### src/include/swtc_regs.svh
`ifndef SWTC_REGS_SVH
`define SWTC_REGS_SVH

// ----------------------------------------
// Register offsets
// ----------------------------------------
`define SWTC_CTRL_OFS 8'h00
`define SWTC_TIME_OFS 8'h04
`define SWTC_TRIG_OFS 8'h08
`define SWTC_STAT_OFS 8'h0c
`define SWTC_POS_OFS 8'h10

// ----------------------------------------
// Control fields
// ----------------------------------------
`define SWTC_EN_BIT 0
`define SWTC_SRC_LSB 1
`define SWTC_EXT_NEG_BIT 3
`define SWTC_OUT_EN_BIT 4
`define SWTC_OUT_NEG_BIT 5
`define SWTC_RRST_BIT 6
`define SWTC_CMD_BIT 0

// ----------------------------------------
// Reset values and timing
// ----------------------------------------
`define SWTC_CTRL_RST 7'h00
`define SWTC_TIME_RST 32'h000f4240
`define SWTC_CLK_NS 10
`define SWTC_TICK_NS 1000
`define SWTC_TICK_CYC ((`SWTC_TICK_NS + `SWTC_CLK_NS - 1) / `SWTC_CLK_NS)
`define SWTC_PULSE_US 32'h00000001

`endif

### src/include/swtc_pkg.sv
`default_nettype none
package swtc_pkg;
	// Trigger source encoding
	typedef enum logic [1:0] {
		SWTC_SRC_INT = 2'h0,
		SWTC_SRC_EXT = 2'h1,
		SWTC_SRC_MAN = 2'h2
	} swtc_src_e;
	// Sweep sequencer states
	typedef enum logic {SWTC_IDLE, SWTC_RUN} swtc_state_e;
endpackage
`default_nettype wire

### src/rtl/swtc_top.sv
// Implementation choices: the Wishbone register port and the register offsets.
`timescale 1ns/100ps
`default_nettype none
`include "swtc_regs.svh"
module swtc_top #(
	parameter int TW = 32
) (
	// Clock and reset
	input wire logic i_sys_clk,
	input wire logic i_reset_n,
	// Wishbone slave
	input wire logic i_wb_cyc,
	input wire logic i_wb_stb,
	input wire logic i_wb_we,
	input wire logic [7:0] i_wb_adr,
	input wire logic [3:0] i_wb_sel,
	input wire logic [31:0] i_wb_dat,
	output logic [31:0] o_wb_dat,
	output logic o_wb_ack,
	// Trigger pins
	input wire logic i_trig_in,
	output logic o_trig_out,
	// Sweep engine side
	output logic o_sweep_active,
	output logic o_sweep_start,
	output logic o_wait_manual,
	output logic [TW-1:0] o_sweep_pos
);
	import swtc_pkg::*;

	// ----------------------------------------
	// Elaboration checks
	// ----------------------------------------
	generate
		if (TW < 20 || TW > 32) begin : g_bad_tw
			$error("swtc_top: TW must be 20 to 32");
		end
	endgenerate

	localparam logic [7:0] TICK_LAST = 8'(`SWTC_TICK_CYC - 1);
	localparam logic [6:0] CTRL_RST = `SWTC_CTRL_RST;
	localparam logic [31:0] TIME_RST = `SWTC_TIME_RST;

	// ----------------------------------------
	// Bus decode
	// ----------------------------------------
	logic ack_r;
	logic [31:0] rdat_r;
	logic wr_req;
	logic wr_ctrl;
	logic wr_time;
	logic wr_cmd;
	logic rrst;
	logic [31:0] rd_mux;

	// A request is taken once, in the cycle before ack
	assign wr_req = i_wb_cyc & i_wb_stb & i_wb_we & ~ack_r;
	assign wr_ctrl = wr_req & (i_wb_adr == `SWTC_CTRL_OFS) & i_wb_sel[0];
	assign wr_time = wr_req & (i_wb_adr == `SWTC_TIME_OFS);
	assign wr_cmd = wr_req & (i_wb_adr == `SWTC_TRIG_OFS) & i_wb_sel[0]
		& i_wb_dat[`SWTC_CMD_BIT];
	assign rrst = wr_ctrl & i_wb_dat[`SWTC_RRST_BIT];

	// ----------------------------------------
	// Settings
	// ----------------------------------------
	logic en_r;
	swtc_src_e src_r;
	logic ext_neg_r;
	logic out_en_r;
	logic out_neg_r;
	logic [31:0] time_r;

	// Control register; a remote reset restores all defaults
	always_ff @(posedge i_sys_clk) begin
		if (!i_reset_n || rrst) begin
			ext_neg_r <= CTRL_RST[`SWTC_EXT_NEG_BIT];
			out_en_r <= CTRL_RST[`SWTC_OUT_EN_BIT];
			out_neg_r <= CTRL_RST[`SWTC_OUT_NEG_BIT];
			en_r <= CTRL_RST[`SWTC_EN_BIT];
			src_r <= SWTC_SRC_INT;
		end else if (wr_ctrl) begin
			en_r <= i_wb_dat[`SWTC_EN_BIT];
			ext_neg_r <= i_wb_dat[`SWTC_EXT_NEG_BIT];
			out_en_r <= i_wb_dat[`SWTC_OUT_EN_BIT];
			out_neg_r <= i_wb_dat[`SWTC_OUT_NEG_BIT];
			// Code 3 is not a source and leaves the choice as it was
			if (i_wb_dat[`SWTC_SRC_LSB+:2] != 2'h3) begin
				src_r <= swtc_src_e'(i_wb_dat[`SWTC_SRC_LSB+:2]);
			end
		end
	end

	// Sweep time in microseconds, written per byte lane
	genvar b;
	generate
		for (b = 0; b < 4; b++) begin : g_time_lane
			logic [7:0] lane_r;
			always_ff @(posedge i_sys_clk) begin
				if (!i_reset_n || rrst) begin
					lane_r <= TIME_RST[8*b+:8];
				end else if (wr_time && i_wb_sel[b]) begin
					lane_r <= i_wb_dat[8*b+:8];
				end
			end
			assign time_r[8*b+:8] = lane_r;
		end
	endgenerate

	// ----------------------------------------
	// Trigger input synchroniser
	// ----------------------------------------
	logic trig_meta_r;
	logic trig_sync_r;
	logic trig_prev_r;
	logic ext_edge;

	// Two stages before any logic looks at the pin
	always_ff @(posedge i_sys_clk) begin
		if (!i_reset_n) begin
			trig_meta_r <= 1'b0;
			trig_sync_r <= 1'b0;
			trig_prev_r <= 1'b0;
		end else begin
			trig_meta_r <= i_trig_in;
			trig_sync_r <= trig_meta_r;
			trig_prev_r <= trig_sync_r;
		end
	end

	// Qualifying edge by slope
	assign ext_edge = ext_neg_r ? (trig_prev_r & ~trig_sync_r)
		: (trig_sync_r & ~trig_prev_r);

	// ----------------------------------------
	// Microsecond tick
	// ----------------------------------------
	logic [7:0] tick_cnt_r;
	logic tick_r;
	logic start_go;

	// Divider restarted at each sweep start, so every sweep lasts whole ticks
	always_ff @(posedge i_sys_clk) begin
		if (!i_reset_n) begin
			tick_cnt_r <= 8'h00;
			tick_r <= 1'b0;
		end else if (start_go) begin
			tick_cnt_r <= 8'h01;
			tick_r <= 1'b0;
		end else begin
			tick_r <= (tick_cnt_r == TICK_LAST);
			tick_cnt_r <= (tick_cnt_r == TICK_LAST) ? 8'h00 : tick_cnt_r + 8'h01;
		end
	end

	// ----------------------------------------
	// Sweep sequencer
	// ----------------------------------------
	swtc_state_e state_r;
	swtc_state_e state_nxt;
	logic [TW-1:0] elapsed_r;
	logic [TW-1:0] elapsed_nxt;
	logic [TW-1:0] last_us;
	logic end_now;

	assign last_us = TW'(time_r - 32'h1);
	assign end_now = (state_r == SWTC_RUN) & tick_r & (elapsed_r >= last_us);

	// Start decision per source
	always_comb begin
		start_go = 1'b0;
		if (en_r) begin
			unique case (src_r)
				SWTC_SRC_INT: start_go = (state_r == SWTC_IDLE) | end_now;
				SWTC_SRC_EXT: start_go = (state_r == SWTC_IDLE) & ext_edge;
				SWTC_SRC_MAN: start_go = (state_r == SWTC_IDLE) & wr_cmd;
				default: start_go = 1'b0;
			endcase
		end
	end

	// Next state and position; busy edges fall through unused
	always_comb begin
		state_nxt = state_r;
		elapsed_nxt = elapsed_r;
		if (!en_r) begin
			state_nxt = SWTC_IDLE;
			elapsed_nxt = '0;
		end else if (start_go) begin
			state_nxt = SWTC_RUN;
			elapsed_nxt = '0;
		end else if (end_now) begin
			state_nxt = SWTC_IDLE;
			elapsed_nxt = '0;
		end else if (state_r == SWTC_RUN && tick_r) begin
			elapsed_nxt = elapsed_r + TW'(1);
		end
	end

	always_ff @(posedge i_sys_clk) begin
		if (!i_reset_n) begin
			state_r <= SWTC_IDLE;
			elapsed_r <= '0;
		end else begin
			state_r <= state_nxt;
			elapsed_r <= elapsed_nxt;
		end
	end

	// Engine side outputs
	always_ff @(posedge i_sys_clk) begin
		if (!i_reset_n) begin
			o_sweep_active <= 1'b0;
			o_sweep_start <= 1'b0;
			o_wait_manual <= 1'b0;
			o_sweep_pos <= '0;
		end else begin
			o_sweep_active <= (state_nxt == SWTC_RUN);
			o_sweep_start <= start_go;
			o_sweep_pos <= elapsed_nxt;
			o_wait_manual <= en_r & (src_r == SWTC_SRC_MAN)
				& (state_nxt == SWTC_IDLE);
		end
	end

	// ----------------------------------------
	// Trigger output
	// ----------------------------------------
	logic [TW-1:0] act_lim;
	logic out_act;

	// Internal: first half of the sweep; others: a short pulse
	assign act_lim = (src_r == SWTC_SRC_INT) ? TW'(time_r >> 1)
		: TW'(`SWTC_PULSE_US);
	assign out_act = (state_nxt == SWTC_RUN) & (elapsed_nxt < act_lim);

	always_ff @(posedge i_sys_clk) begin
		if (!i_reset_n) begin
			o_trig_out <= 1'b0;
		end else begin
			o_trig_out <= (out_en_r & en_r & out_act) ^ out_neg_r;
		end
	end

	// ----------------------------------------
	// Bus answer
	// ----------------------------------------
	always_comb begin
		rd_mux = 32'h00000000;
		unique case (i_wb_adr)
			`SWTC_CTRL_OFS: rd_mux = {26'h0, out_neg_r, out_en_r, ext_neg_r, src_r, en_r};
			`SWTC_TIME_OFS: rd_mux = time_r;
			`SWTC_STAT_OFS: rd_mux = {29'h0, o_trig_out, o_wait_manual, o_sweep_active};
			`SWTC_POS_OFS: rd_mux = 32'(elapsed_r);
			default: rd_mux = 32'h00000000;
		endcase
	end

	// One wait state; ack drops the cycle after
	always_ff @(posedge i_sys_clk) begin
		if (!i_reset_n) begin
			ack_r <= 1'b0;
			rdat_r <= 32'h00000000;
		end else begin
			ack_r <= i_wb_cyc & i_wb_stb & ~ack_r;
			rdat_r <= rd_mux;
		end
	end

	assign o_wb_ack = ack_r;
	assign o_wb_dat = rdat_r;

	// ----------------------------------------
	// Assertions
	// ----------------------------------------
	a_src_back_int: assert property (
		@(posedge i_sys_clk) disable iff (!i_reset_n)
		rrst |=> (src_r == SWTC_SRC_INT) && !en_r)
		else $error("source not internal after remote reset");

	a_int_back_back: assert property (
		@(posedge i_sys_clk) disable iff (!i_reset_n)
		end_now && en_r && src_r == SWTC_SRC_INT |=> o_sweep_start && o_sweep_active)
		else $error("internal sweep not restarted at once");

	a_ext_edge_start: assert property (
		@(posedge i_sys_clk) disable iff (!i_reset_n)
		en_r && src_r == SWTC_SRC_EXT && state_r == SWTC_IDLE && ext_edge
		|=> o_sweep_start ##1 !o_sweep_start)
		else $error("external edge gave no single start");

	a_slope_pick: assert property (
		@(posedge i_sys_clk) disable iff (!i_reset_n)
		ext_edge == (ext_neg_r ? $fell(trig_sync_r) : $rose(trig_sync_r)))
		else $error("edge taken against the slope setting");

	a_busy_ignore: assert property (
		@(posedge i_sys_clk) disable iff (!i_reset_n)
		state_r == SWTC_RUN && !end_now |=> !o_sweep_start)
		else $error("start during running sweep");

	a_man_cmd_start: assert property (
		@(posedge i_sys_clk) disable iff (!i_reset_n)
		o_wait_manual && wr_cmd && en_r |=> o_sweep_start ##1 !o_wait_manual)
		else $error("manual command gave no sweep");

	a_wait_clears: assert property (
		@(posedge i_sys_clk) disable iff (!i_reset_n)
		o_sweep_active |-> !o_wait_manual)
		else $error("waiting flag during sweep");

	a_off_no_sweep: assert property (
		@(posedge i_sys_clk) disable iff (!i_reset_n)
		!en_r |=> !o_sweep_active && (o_trig_out == $past(out_neg_r)))
		else $error("sweep or trigger out while disabled");

	a_out_edge_start: assert property (
		@(posedge i_sys_clk) disable iff (!i_reset_n)
		start_go && out_en_r |=> o_trig_out == !$past(out_neg_r))
		else $error("no active trigger edge at start");

	a_square_half: assert property (
		@(posedge i_sys_clk) disable iff (!i_reset_n)
		o_sweep_active && out_en_r && !out_neg_r && src_r == SWTC_SRC_INT
		&& o_sweep_pos >= TW'(time_r >> 1) |-> !o_trig_out)
		else $error("square not low in second half");

	a_pos_bound: assert property (
		@(posedge i_sys_clk) disable iff (!i_reset_n)
		!o_sweep_active |-> o_sweep_pos == '0)
		else $error("position not at start while idle");

	// Cycles since the last sweep start, for the length check
	logic [39:0] run_cyc_r;

	always_ff @(posedge i_sys_clk) begin
		if (!i_reset_n || start_go) begin
			run_cyc_r <= 40'h0;
		end else begin
			run_cyc_r <= run_cyc_r + 40'h1;
		end
	end

	a_sweep_length: assert property (
		@(posedge i_sys_clk) disable iff (!i_reset_n)
		end_now |-> run_cyc_r == 40'(time_r) * 40'(`SWTC_TICK_CYC) - 40'h1)
		else $error("sweep length differs from the sweep time");

	a_ack_single: assert property (
		@(posedge i_sys_clk) disable iff (!i_reset_n)
		o_wb_ack |=> !o_wb_ack)
		else $error("bus acknowledge held longer than one cycle");
endmodule
`default_nettype wire

### config.mk
export PLATFORM = sky130hd
export DESIGN_NAME = swtc_top
export DESIGN_NICKNAME = d
export VERILOG_FILES = /design/src/include/swtc_pkg.sv /design/src/rtl/swtc_top.sv
export VERILOG_INCLUDE_DIRS = /design/src /design/src/include
export SDC_FILE = /design/constraint.sdc
export NUM_CORES = 1
export LEC_CHECK = 0
export BUFFER_PORTS_ARGS = -buffer_cell sky130_fd_sc_hd__buf_2
export CAP_MARGIN = 20
export CORE_MARGIN = 3
export CORE_UTILIZATION = 45
export CTS_CLUSTER_DIAMETER = 150
export DETAILED_ROUTE_END_ITERATION = 10
export PLACE_DENSITY = 0.72
export SLEW_MARGIN = 20
export SYNTH_ARGS = -nofsm -noshare
export SYNTH_HDL_FRONTEND = slang
export SYNTH_SLANG_ARGS = --single-unit
### constraint.sdc
create_clock -name i_sys_clk -period 12.35 [get_ports i_sys_clk]
set_clock_uncertainty 0.05 [all_clocks]
set_input_delay 1.235 -clock i_sys_clk [delete_from_list [all_inputs] [get_ports i_sys_clk]]
set_output_delay 1.235 -clock i_sys_clk [all_outputs]
set_load 0.05 [all_outputs]
==> summary.txt, run 1 <==
Logic synthesis
  – Flip-flop cell with the highest count after synthesis: dfxtp_1
  – Syn Std Cell Area: between 0.006 and 0.007 mm^2
  – Number of synthesized register bits: approximately 120
  – Cell taking the most area after synthesis: dfxtp_1
  – Post-synth EDFFs: 0
  – Fraction of registers with async set/reset: 0%
  – Gate count after technology mapping: ~870
  – Number of warning messages in the yosys log: 0
  – Post-Syn Area per Cell: between 7 and 8 um^2
  – Proportion of synthesized chip area in sequential cells: 34.56%
  – Unique cell type count in the Yosys netlist: 54
  – Share of Yosys cell area claimed by the top area cell type: 34.56%
  – Mapped Nets: 989
  – Largest cells by area after synthesis: dfxtp_1 35%, ha_1 12%, nor2_1 7.9%

Worst setup path
  – End point of the critical path: o_trig_out
  – Arrival time at the worst endpoint: 7.06 ns
  – Slowest Stage Delay on Critical Path: slightly below 0.8 ns
  – CP max FO: 30
  – Critical R2R Capture: o_trig_out
  – Reg2reg start: g_time_lane[0].lane_r[1]
  – Data required, critical path: between 10 and 15 ns
  – Logic depth of the worst setup path including buffers: 25
  – Category of cells accounting for the largest share of critical-path delay: simple AND/OR/NAND/NOR gates
  – Critical setup path kind: reg -> reg
  – Type of origin of the critical path: flop
  – R2R depth: 25
  – Crit path buf inv count: 3
  – Endpoint kind of the worst setup timing path: flop
  – Worst setup path start: g_time_lane[0].lane_r[1]
  – Setup slack of the worst register-to-register path: between 5 and 6 ns
  – Cell at the slowest stage of the critical path: nand2_1

Worst hold path
  – Class of the most critical hold timing path: reg -> reg

Drt
  – Post-DRT Antenna Nets: 0
  – Total length of routed met3 wires: a little over 1 mm
  – Drt first-iter violations: 436
  – Highest metal layer with signal wires: met4
  – Detailed-route wire length on metal 1: just under 9 mm
  – Pre-antenna DRT Iters: 5
  – Number of vias after detailed routing: approximately 6500
  – Drt drc: 0
  – Overall routed net length: about 19 mm
  – Detailed route wirelength on metal2: 8.791 mm
  – Via density per instance: 5.546
  – Routed length per instance: ~16 um

Clock network
  – CTS tree: built
  – Clock-pin transition on the worst setup and hold timing paths: 0.06 ns
  – Number of buffers inserted during clock tree synthesis: 17
  – CTS Buffer Depth: 2
  – Clk_lat worst skew: 0.42 ns
  – Count of buffers added by post-CTS timing repair for setup: 0
  – TritonCTS sink count: roughly 120
  – CTS Hold Buffers Added: 0
  – CTS-repair resized insts: 0
  – CTS HTree Levels: 4
  – Clock tree root buffer cell: clkbuf_16

STA
  – RSZ-0062 raised after global routing: false
  – Final max-slew violation count: 0
  – Part of the cycle the worst path needs: a little over half
  – Final hold viol count: 0
  – Max-slew headroom: a little under a third
  – Minimum clock period: ~6.8 ns
  – Final-layout setup total negative slack: 0 ns
  – # setup viols final: 0
  – Transition at the pin with the smallest max-transition slack: about 1.0 ns
  – Fmax: around 150 MHz

Die
  – Vertical die dimension: ~130 um
  – Starting density of the core: a little under half
  – Top-level port count: about 120
  – Die width: approximately 130 um
  – Area of the die: 0.01684 mm^2
  – Number of rows in the core area: 44
  – Floorplan Core Area: 0.01475 mm^2

Finish
  – Share of cells above drive strength 1: 17.78%
  – N_diodes: 0
  – Design area: just over 0.008 mm^2
  – Post-Layout Cell Count: 1168
  – Layout overhead on the synthesized area: 20.11%
  – Count of nets after finishing: approximately 1100

Global routing
  – Number of global-route vias before repair: ~6100
  – Maximum number of pins on one net before global-route repair: 36
  – Antenna violations before repair: 0
  – Global-route congestion overflow total: 0
  – First-pass GRT wire length: 31.00 mm
  – Total routing usage reported by global routing: ~23%

Place
  – Placed standard-cell area: approximately 0.0076 mm^2
  – Number of cells after detailed placement: 1136
  – Port Buffer Count: 118
  – Placer Congestion: 0.9149
  – Detailed placer's ending HPWL: between 10 and 15 mm

Status
  – Result of the run: completed

Power and ir drop
  – PwrDens: 114.5 mW/mm^2
  – Total Power: around 0.95 mW
  – Largest voltage drop on the vdd net: roughly 0.00008 V
  – Leakage power total: ~3.5 nW

Job
  – Count of maximum capacitance violations: 0
[kinds of logic after synthesis]
| kind of cell | after synthesis | synth area share, % |
|---|---|---|
| mux | 9 | 1.361 |
| xor+xnor | 64 | 8.131 |
| buf+inv | 60 | 3.521 |
| fa+ha+maj | 68 | 12.34 |
| flops | 119 | 34.56 |
| simple gates | 411 | 27.22 |
| compound gates | 140 | 12.87 |
[worst min path at each step]
stage / start / to / slack, ns / cells after the start
final: o_wb_ack / o_wb_ack / 0.39 / 1
after CTS: trig_meta_r / trig_sync_r / 0.39 / 1
after global placement: trig_meta_r / trig_sync_r / 0.36 / 1
after detailed placement: o_wb_ack / o_wb_ack / 0.38 / 1
after global routing: trig_meta_r / trig_sync_r / 0.40 / 1
after floorplan: trig_meta_r / trig_sync_r / 0.36 / 1
[synthesized netlist by cell type (5+ instances only)]
| cell type | n |
|---|---|
| a21o_1 | 10 |
| a21oi_1 | 55 |
| a22oi_1 | 32 |
| and2_1 | 8 |
| and4_1 | 5 |
| buf_2 | 8 |
| clkbuf_1 | 34 |
| dfxtp_1 | 119 |
| ha_1 | 68 |
| inv_1 | 15 |
| mux2i_1 | 6 |
| nand2_1 | 124 |
| nand2b_1 | 5 |
| nand3_1 | 57 |
| nand4_1 | 16 |
| nor2_1 | 145 |
| nor3_1 | 10 |
| nor4_1 | 10 |
| o211ai_1 | 7 |
| o21ai_0 | 18 |
| or4_1 | 5 |
| xnor2_1 | 30 |
| xor2_1 | 34 |
[sequential cells by signal (all words and copies together), names as in the netlist]
name / cells
g_time_lane.lane_r: 32
o_sweep_pos: 32
o_wb_dat: 32
tick_cnt_r: 8
src_r: 2
en_r: 1
ext_neg_r: 1
o_sweep_active: 1
o_sweep_start: 1
o_trig_out: 1
o_wait_manual: 1
o_wb_ack: 1
out_en_r: 1
out_neg_r: 1
tick_r: 1
trig_meta_r: 1
trig_prev_r: 1
trig_sync_r: 1
[cell type report]
| type | count | area [um^2] |
|---|---|---|
| well taps | 184 | 230.2 |
| clock buffers | 21 | 480.5 |
| clock inverters | 11 | 170.2 |
| fillers | 1388 | 6474 |
| flip-flops and latches | 119 | 2382 |
| multi-input cells | 692 | 4310 |
| repair buffers | 126 | 650.6 |
| inverters | 15 | 56.30 |
[cells in the final DEF (no fill, tap or decap), types with 6 or more instances in the layout]
master | netlist | layout
a21o_1 | 10 | 10
a21oi_1 | 55 | 55
a22oi_1 | 32 | 32
and2_1 | 8 | 8
buf_2 | 8 | 118
buf_4 | 2 | 8
clkbuf_16 | 0 | 17
clkinvlp_4 | 0 | 6
dfxtp_1 | 119 | 119
ha_1 | 68 | 68
inv_1 | 15 | 15
mux2i_1 | 6 | 6
nand2_1 | 124 | 124
nand3_1 | 57 | 57
nand4_1 | 16 | 16
nor2_1 | 145 | 145
nor3_1 | 10 | 10
nor4_1 | 10 | 9
o211ai_1 | 7 | 7
o21ai_0 | 18 | 18
xnor2_1 | 30 | 30
xor2_1 | 34 | 34
[report_power, final]
part	switching, mW	internal, mW	total [mW]
Clock	0.182	0.358	0.541
Sequential	0.00108	0.385	0.387
Combinational	0.0128	0.00849	0.0213
[layer usage]
metal | vias up | track usage, %
met2 | 190 | 37.28
met5 | - | 0
met3 | 35 | 5.117
met1 | 3032 | 30.70
li1 | 3221 | -
met4 | 0 | 8.557
[metrics by stage]
| step | utilization [%] | hold WS [ns] | setup slack [ns] |
|---|---|---|---|
| 5_1_grt | 56.12 | 0.4033 | 4.861 |
| 6_report | 56.12 | 0.3869 | 5.592 |
| 3_5_place_dp | 51.67 | 0.3805 | 5.441 |
| 4_1_cts | 56.08 | 0.3924 | 5.433 |
| 3_3_place_gp | 51.67 | 0.3649 | 5.786 |
| 2_1_floorplan | - | 0.3619 | 6.963 |
Power figures use the tool's default switching activity.
==> run 2, diff against run 1 <==
Settings changed: PLACE_DENSITY 0.72 to 0.75.
Clock period 12.35 ns to 5.8 ns, I/O delays scaled along.
==> run 2 against run 1 <==
Clock power increased by 110%. Worst setup slack got worse by 5.2 ns. Sequential power increased by 110%. Critical path type unchanged.
==> summary.txt, run 2 (synthesis results as in run 1) <==
Status
  – Result of the run: completed

Worst hold path
  – Min-Delay Path Depth: 2 (+1)
  – Class of the most critical hold timing path: in -> reg

Finish
  – Commonest cells after routing, fill and taps aside: 141 x nor2_1, 123 x nand2_1, 119 x dfxtp_1
  – Count of filler cells inserted in the layout: 1340 (-3.5%)
  – Post-Layout Cell Count: 1187 (+1.6%)
  – Layout overhead on the synthesized area: 23.09%
  – Most frequent standard cell in the layout excluding fill and tap cells: nor2_1
  – Core utilization of the finished layout: 57.51% (+1.4 points)
  – Share of cells above drive strength 1: 20.64% (+2.9 points)
  – N_diodes: 0 (unchanged)
  – Count of nets after finishing: 1109 (+1.8%)

STA
  – Final worst hold slack: 0.3135 ns (-0.07339 ns)
  – # setup viols final: 0 (unchanged)
  – Minimum clock period: 5.429 ns (-1.329 ns)
  – Max-slew headroom: 45.28% (+14 points)
  – Worst Slack Setup Final: 0.3714 ns (-5.221 ns)
  – Part of the cycle the worst path needs: 93.60% (+39 points)
  – Fmax: 184.2 MHz (+24%)
  – Final max-slew violation count: 0 (unchanged)
  – Final hold viol count: 0 (unchanged)
  – Transition at the pin with the smallest max-transition slack: 0.8178 ns (-0.2128 ns)

Clock network
  – Clk_lat worst skew: 0.42 ns (about the same)
  – Clock tree root buffer cell: clkbuf_16
  – CTS tree: built
  – Number of buffers inserted during clock tree synthesis: 17 (unchanged)
  – TritonCTS sink count: 119 (unchanged)
  – CTS Buffer Depth: 2 (unchanged)
  – CTS HTree Levels: 4 (unchanged)
  – Clock-pin transition on the worst setup and hold timing paths: 0.06 ns (about the same)

Power and ir drop
  – PwrDens: 237.7 mW/mm^2 (+110%)
  – Switching pwr: 0.3984 mW (+100%)
  – Net switching fraction of the power: 19.75% (-0.93 points)
  – Largest voltage drop on the vdd net: 0.0001893 V (+130%)
  – Leakage power total: 3.639 nW (+3.5%)
  – Clk network pwr share: 56.9% (about the same)
  – Int Pwr: 1.619 mW (+120%)
  – Sequential group share of total power: 40.8% (about the same)
  – Share of power burned in combinational logic: 2.3% (about the same)

Worst setup path
  – CP max FO: 5 (-83%)
  – Data required, critical path: 6.05 ns (-6.60 ns)
  – R2R depth: 25 (unchanged)
  – Endpoint kind of the worst setup timing path: flop
  – Critical setup path kind: reg -> reg
  – Type of origin of the critical path: flop
  – Arrival time at the worst endpoint: 5.68 ns (-1.38 ns)

Place
  – Placer Congestion: 0.9064 (-0.93%)
  – Detailed placer's ending HPWL: 14.56 mm (+3.1%)
  – Number of cells after detailed placement: 1154 (+1.6%)
  – Post-Place Setup Slack: 0.06348 ns (-5.377 ns)
  – Port Buffer Count: 118 (unchanged)

Job
  – Count of maximum capacitance violations: 0 (unchanged)

Global routing
  – First-pass GRT wire length: 31.40 mm (+1.3%)
  – Global-route congestion overflow total: 0 (unchanged)
  – Antenna violations before repair: 0 (unchanged)
  – Number of global-route vias before repair: 6328 (+3.7%)
  – Maximum number of pins on one net before global-route repair: 35 (-2.8%)
  – Total routing usage reported by global routing: 23.58% (+0.39 points)

Die
  – Top-level port count: 119 (unchanged)
  – Number of rows in the core area: 44 (unchanged)
  – Die width: 129.8 um (unchanged)
  – Starting density of the core: 46.73% (unchanged)
  – Vertical die dimension: 129.8 um (unchanged)
  – Area of the die: 0.01684 mm^2 (unchanged)
  – Floorplan Core Area: 0.01475 mm^2 (unchanged)

Drt
  – Post-DRT Antenna Nets: 0 (unchanged)
  – Number of vias after detailed routing: 6669 (+2.9%)
  – Overall routed net length: 19.53 mm (+3.2%)
  – Drt drc: 0 (unchanged)
  – Via density per instance: 5.618 (+1.3%)
  – Drt first-iter violations: 467 (+7.1%)
  – Routed length per instance: 16.45 um (+1.6%)
  – Pre-antenna DRT Iters: 5 (unchanged)
-- run 2: changes by cell type in the layout (fill, tap and decap cells not counted), sizes merged --
cell	previous run	this run
clkbuf	21	22
bufinv	4	5
clkinv	1	3
nand2	124	125
clkinvlp	6	1
buf	126	145
-- run 2: power by group through the flow --
stage               registers [mW]  logic [mW]  clock network [mW]
finish                       0.824      0.0457                1.15
global route                 0.823      0.0507                1.20
CTS                          0.823      0.0458                1.16
detailed placement           0.841      0.0455                   0
global placement             0.841      0.0445                   0
floorplan                    0.841      0.0191                   0
-- run 2: layer usage --
| metal | up-vias | track usage [%] | share of wire (%) |
|---|---|---|---|
| li1 | 3282 | - | - |
| met1 | 3141 | 30.43 | 45 |
| met2 | 216 | 38.70 | 47 |
| met3 | 30 | 5.567 | 5.6 |
| met4 | 0 | 8.435 | 2.2 |
| met5 | - | 0 | 0 |
-- run 2: stage by stage --
stage	cell area [um^2]	setup TNS (ns)	total power, mW
2_1_floorplan	6894	0	0.8603
3_3_place_gp	7759	0	0.8850
3_5_place_dp	7759	0	0.8861
4_1_cts	8396	0	2.033
5_1_grt	8486	-0.1056	2.070
6_report	8486	0	2.017
-- run 2: final cells by class --
| class | instances | area (um^2) | area share (%) |
|---|---|---|---|
| inverter | 15 | 56.30 | 0.6635 |
| clock buffer | 22 | 464.2 | 5.470 |
| multi-input combinational | 693 | 4383 | 51.65 |
| timing repair buffer | 145 | 797.0 | 9.393 |
| sequential | 119 | 2382 | 28.07 |
| clock inverter | 9 | 172.7 | 2.035 |
| tap | 184 | 230.2 | 2.713 |
-- run 2: what timing repair did --
item,4_1_cts,5_1_grt
setup buffers,0,1
setup endpoints to repair,0,1
hold buffers,0,0
resized for setup,0,21
-- run 2: critical path: stages (launching register included) --
cell      delay, ns
dfxtp_1        0.37
or4_4          0.58
nor2_2         0.13
nand4_1        0.22
or2_4          0.34
nor4_2         0.17
xnor2_1        0.15
ha_1           0.26
a21o_1         0.19
a21o_1         0.18
a21oi_1        0.16
o211ai_1       0.16
o21ai_2        0.25
nand2_2        0.14
buf_4          0.19
buf_4          0.14
nor2_1         0.13
ha_1           0.26
a21oi_1        0.14
o21ai_0        0.14
a21oi_1        0.16
nor2_1         0.05
nor3_1         0.27
o211a_1        0.20
o211ai_1       0.11
mux2i_1        0.15
-- run 2: path summary, 6_finish.rpt --
path,startpoint,end,slack [ns]
worst min-delay path,i_trig_in,trig_meta_r,0.31
worst min register to register,trig_meta_r,trig_sync_r,0.39
worst max-delay path,g_time_lane[1].lane_r[7],o_trig_out,0.37
worst max register to register,g_time_lane[1].lane_r[7],o_trig_out,0.37
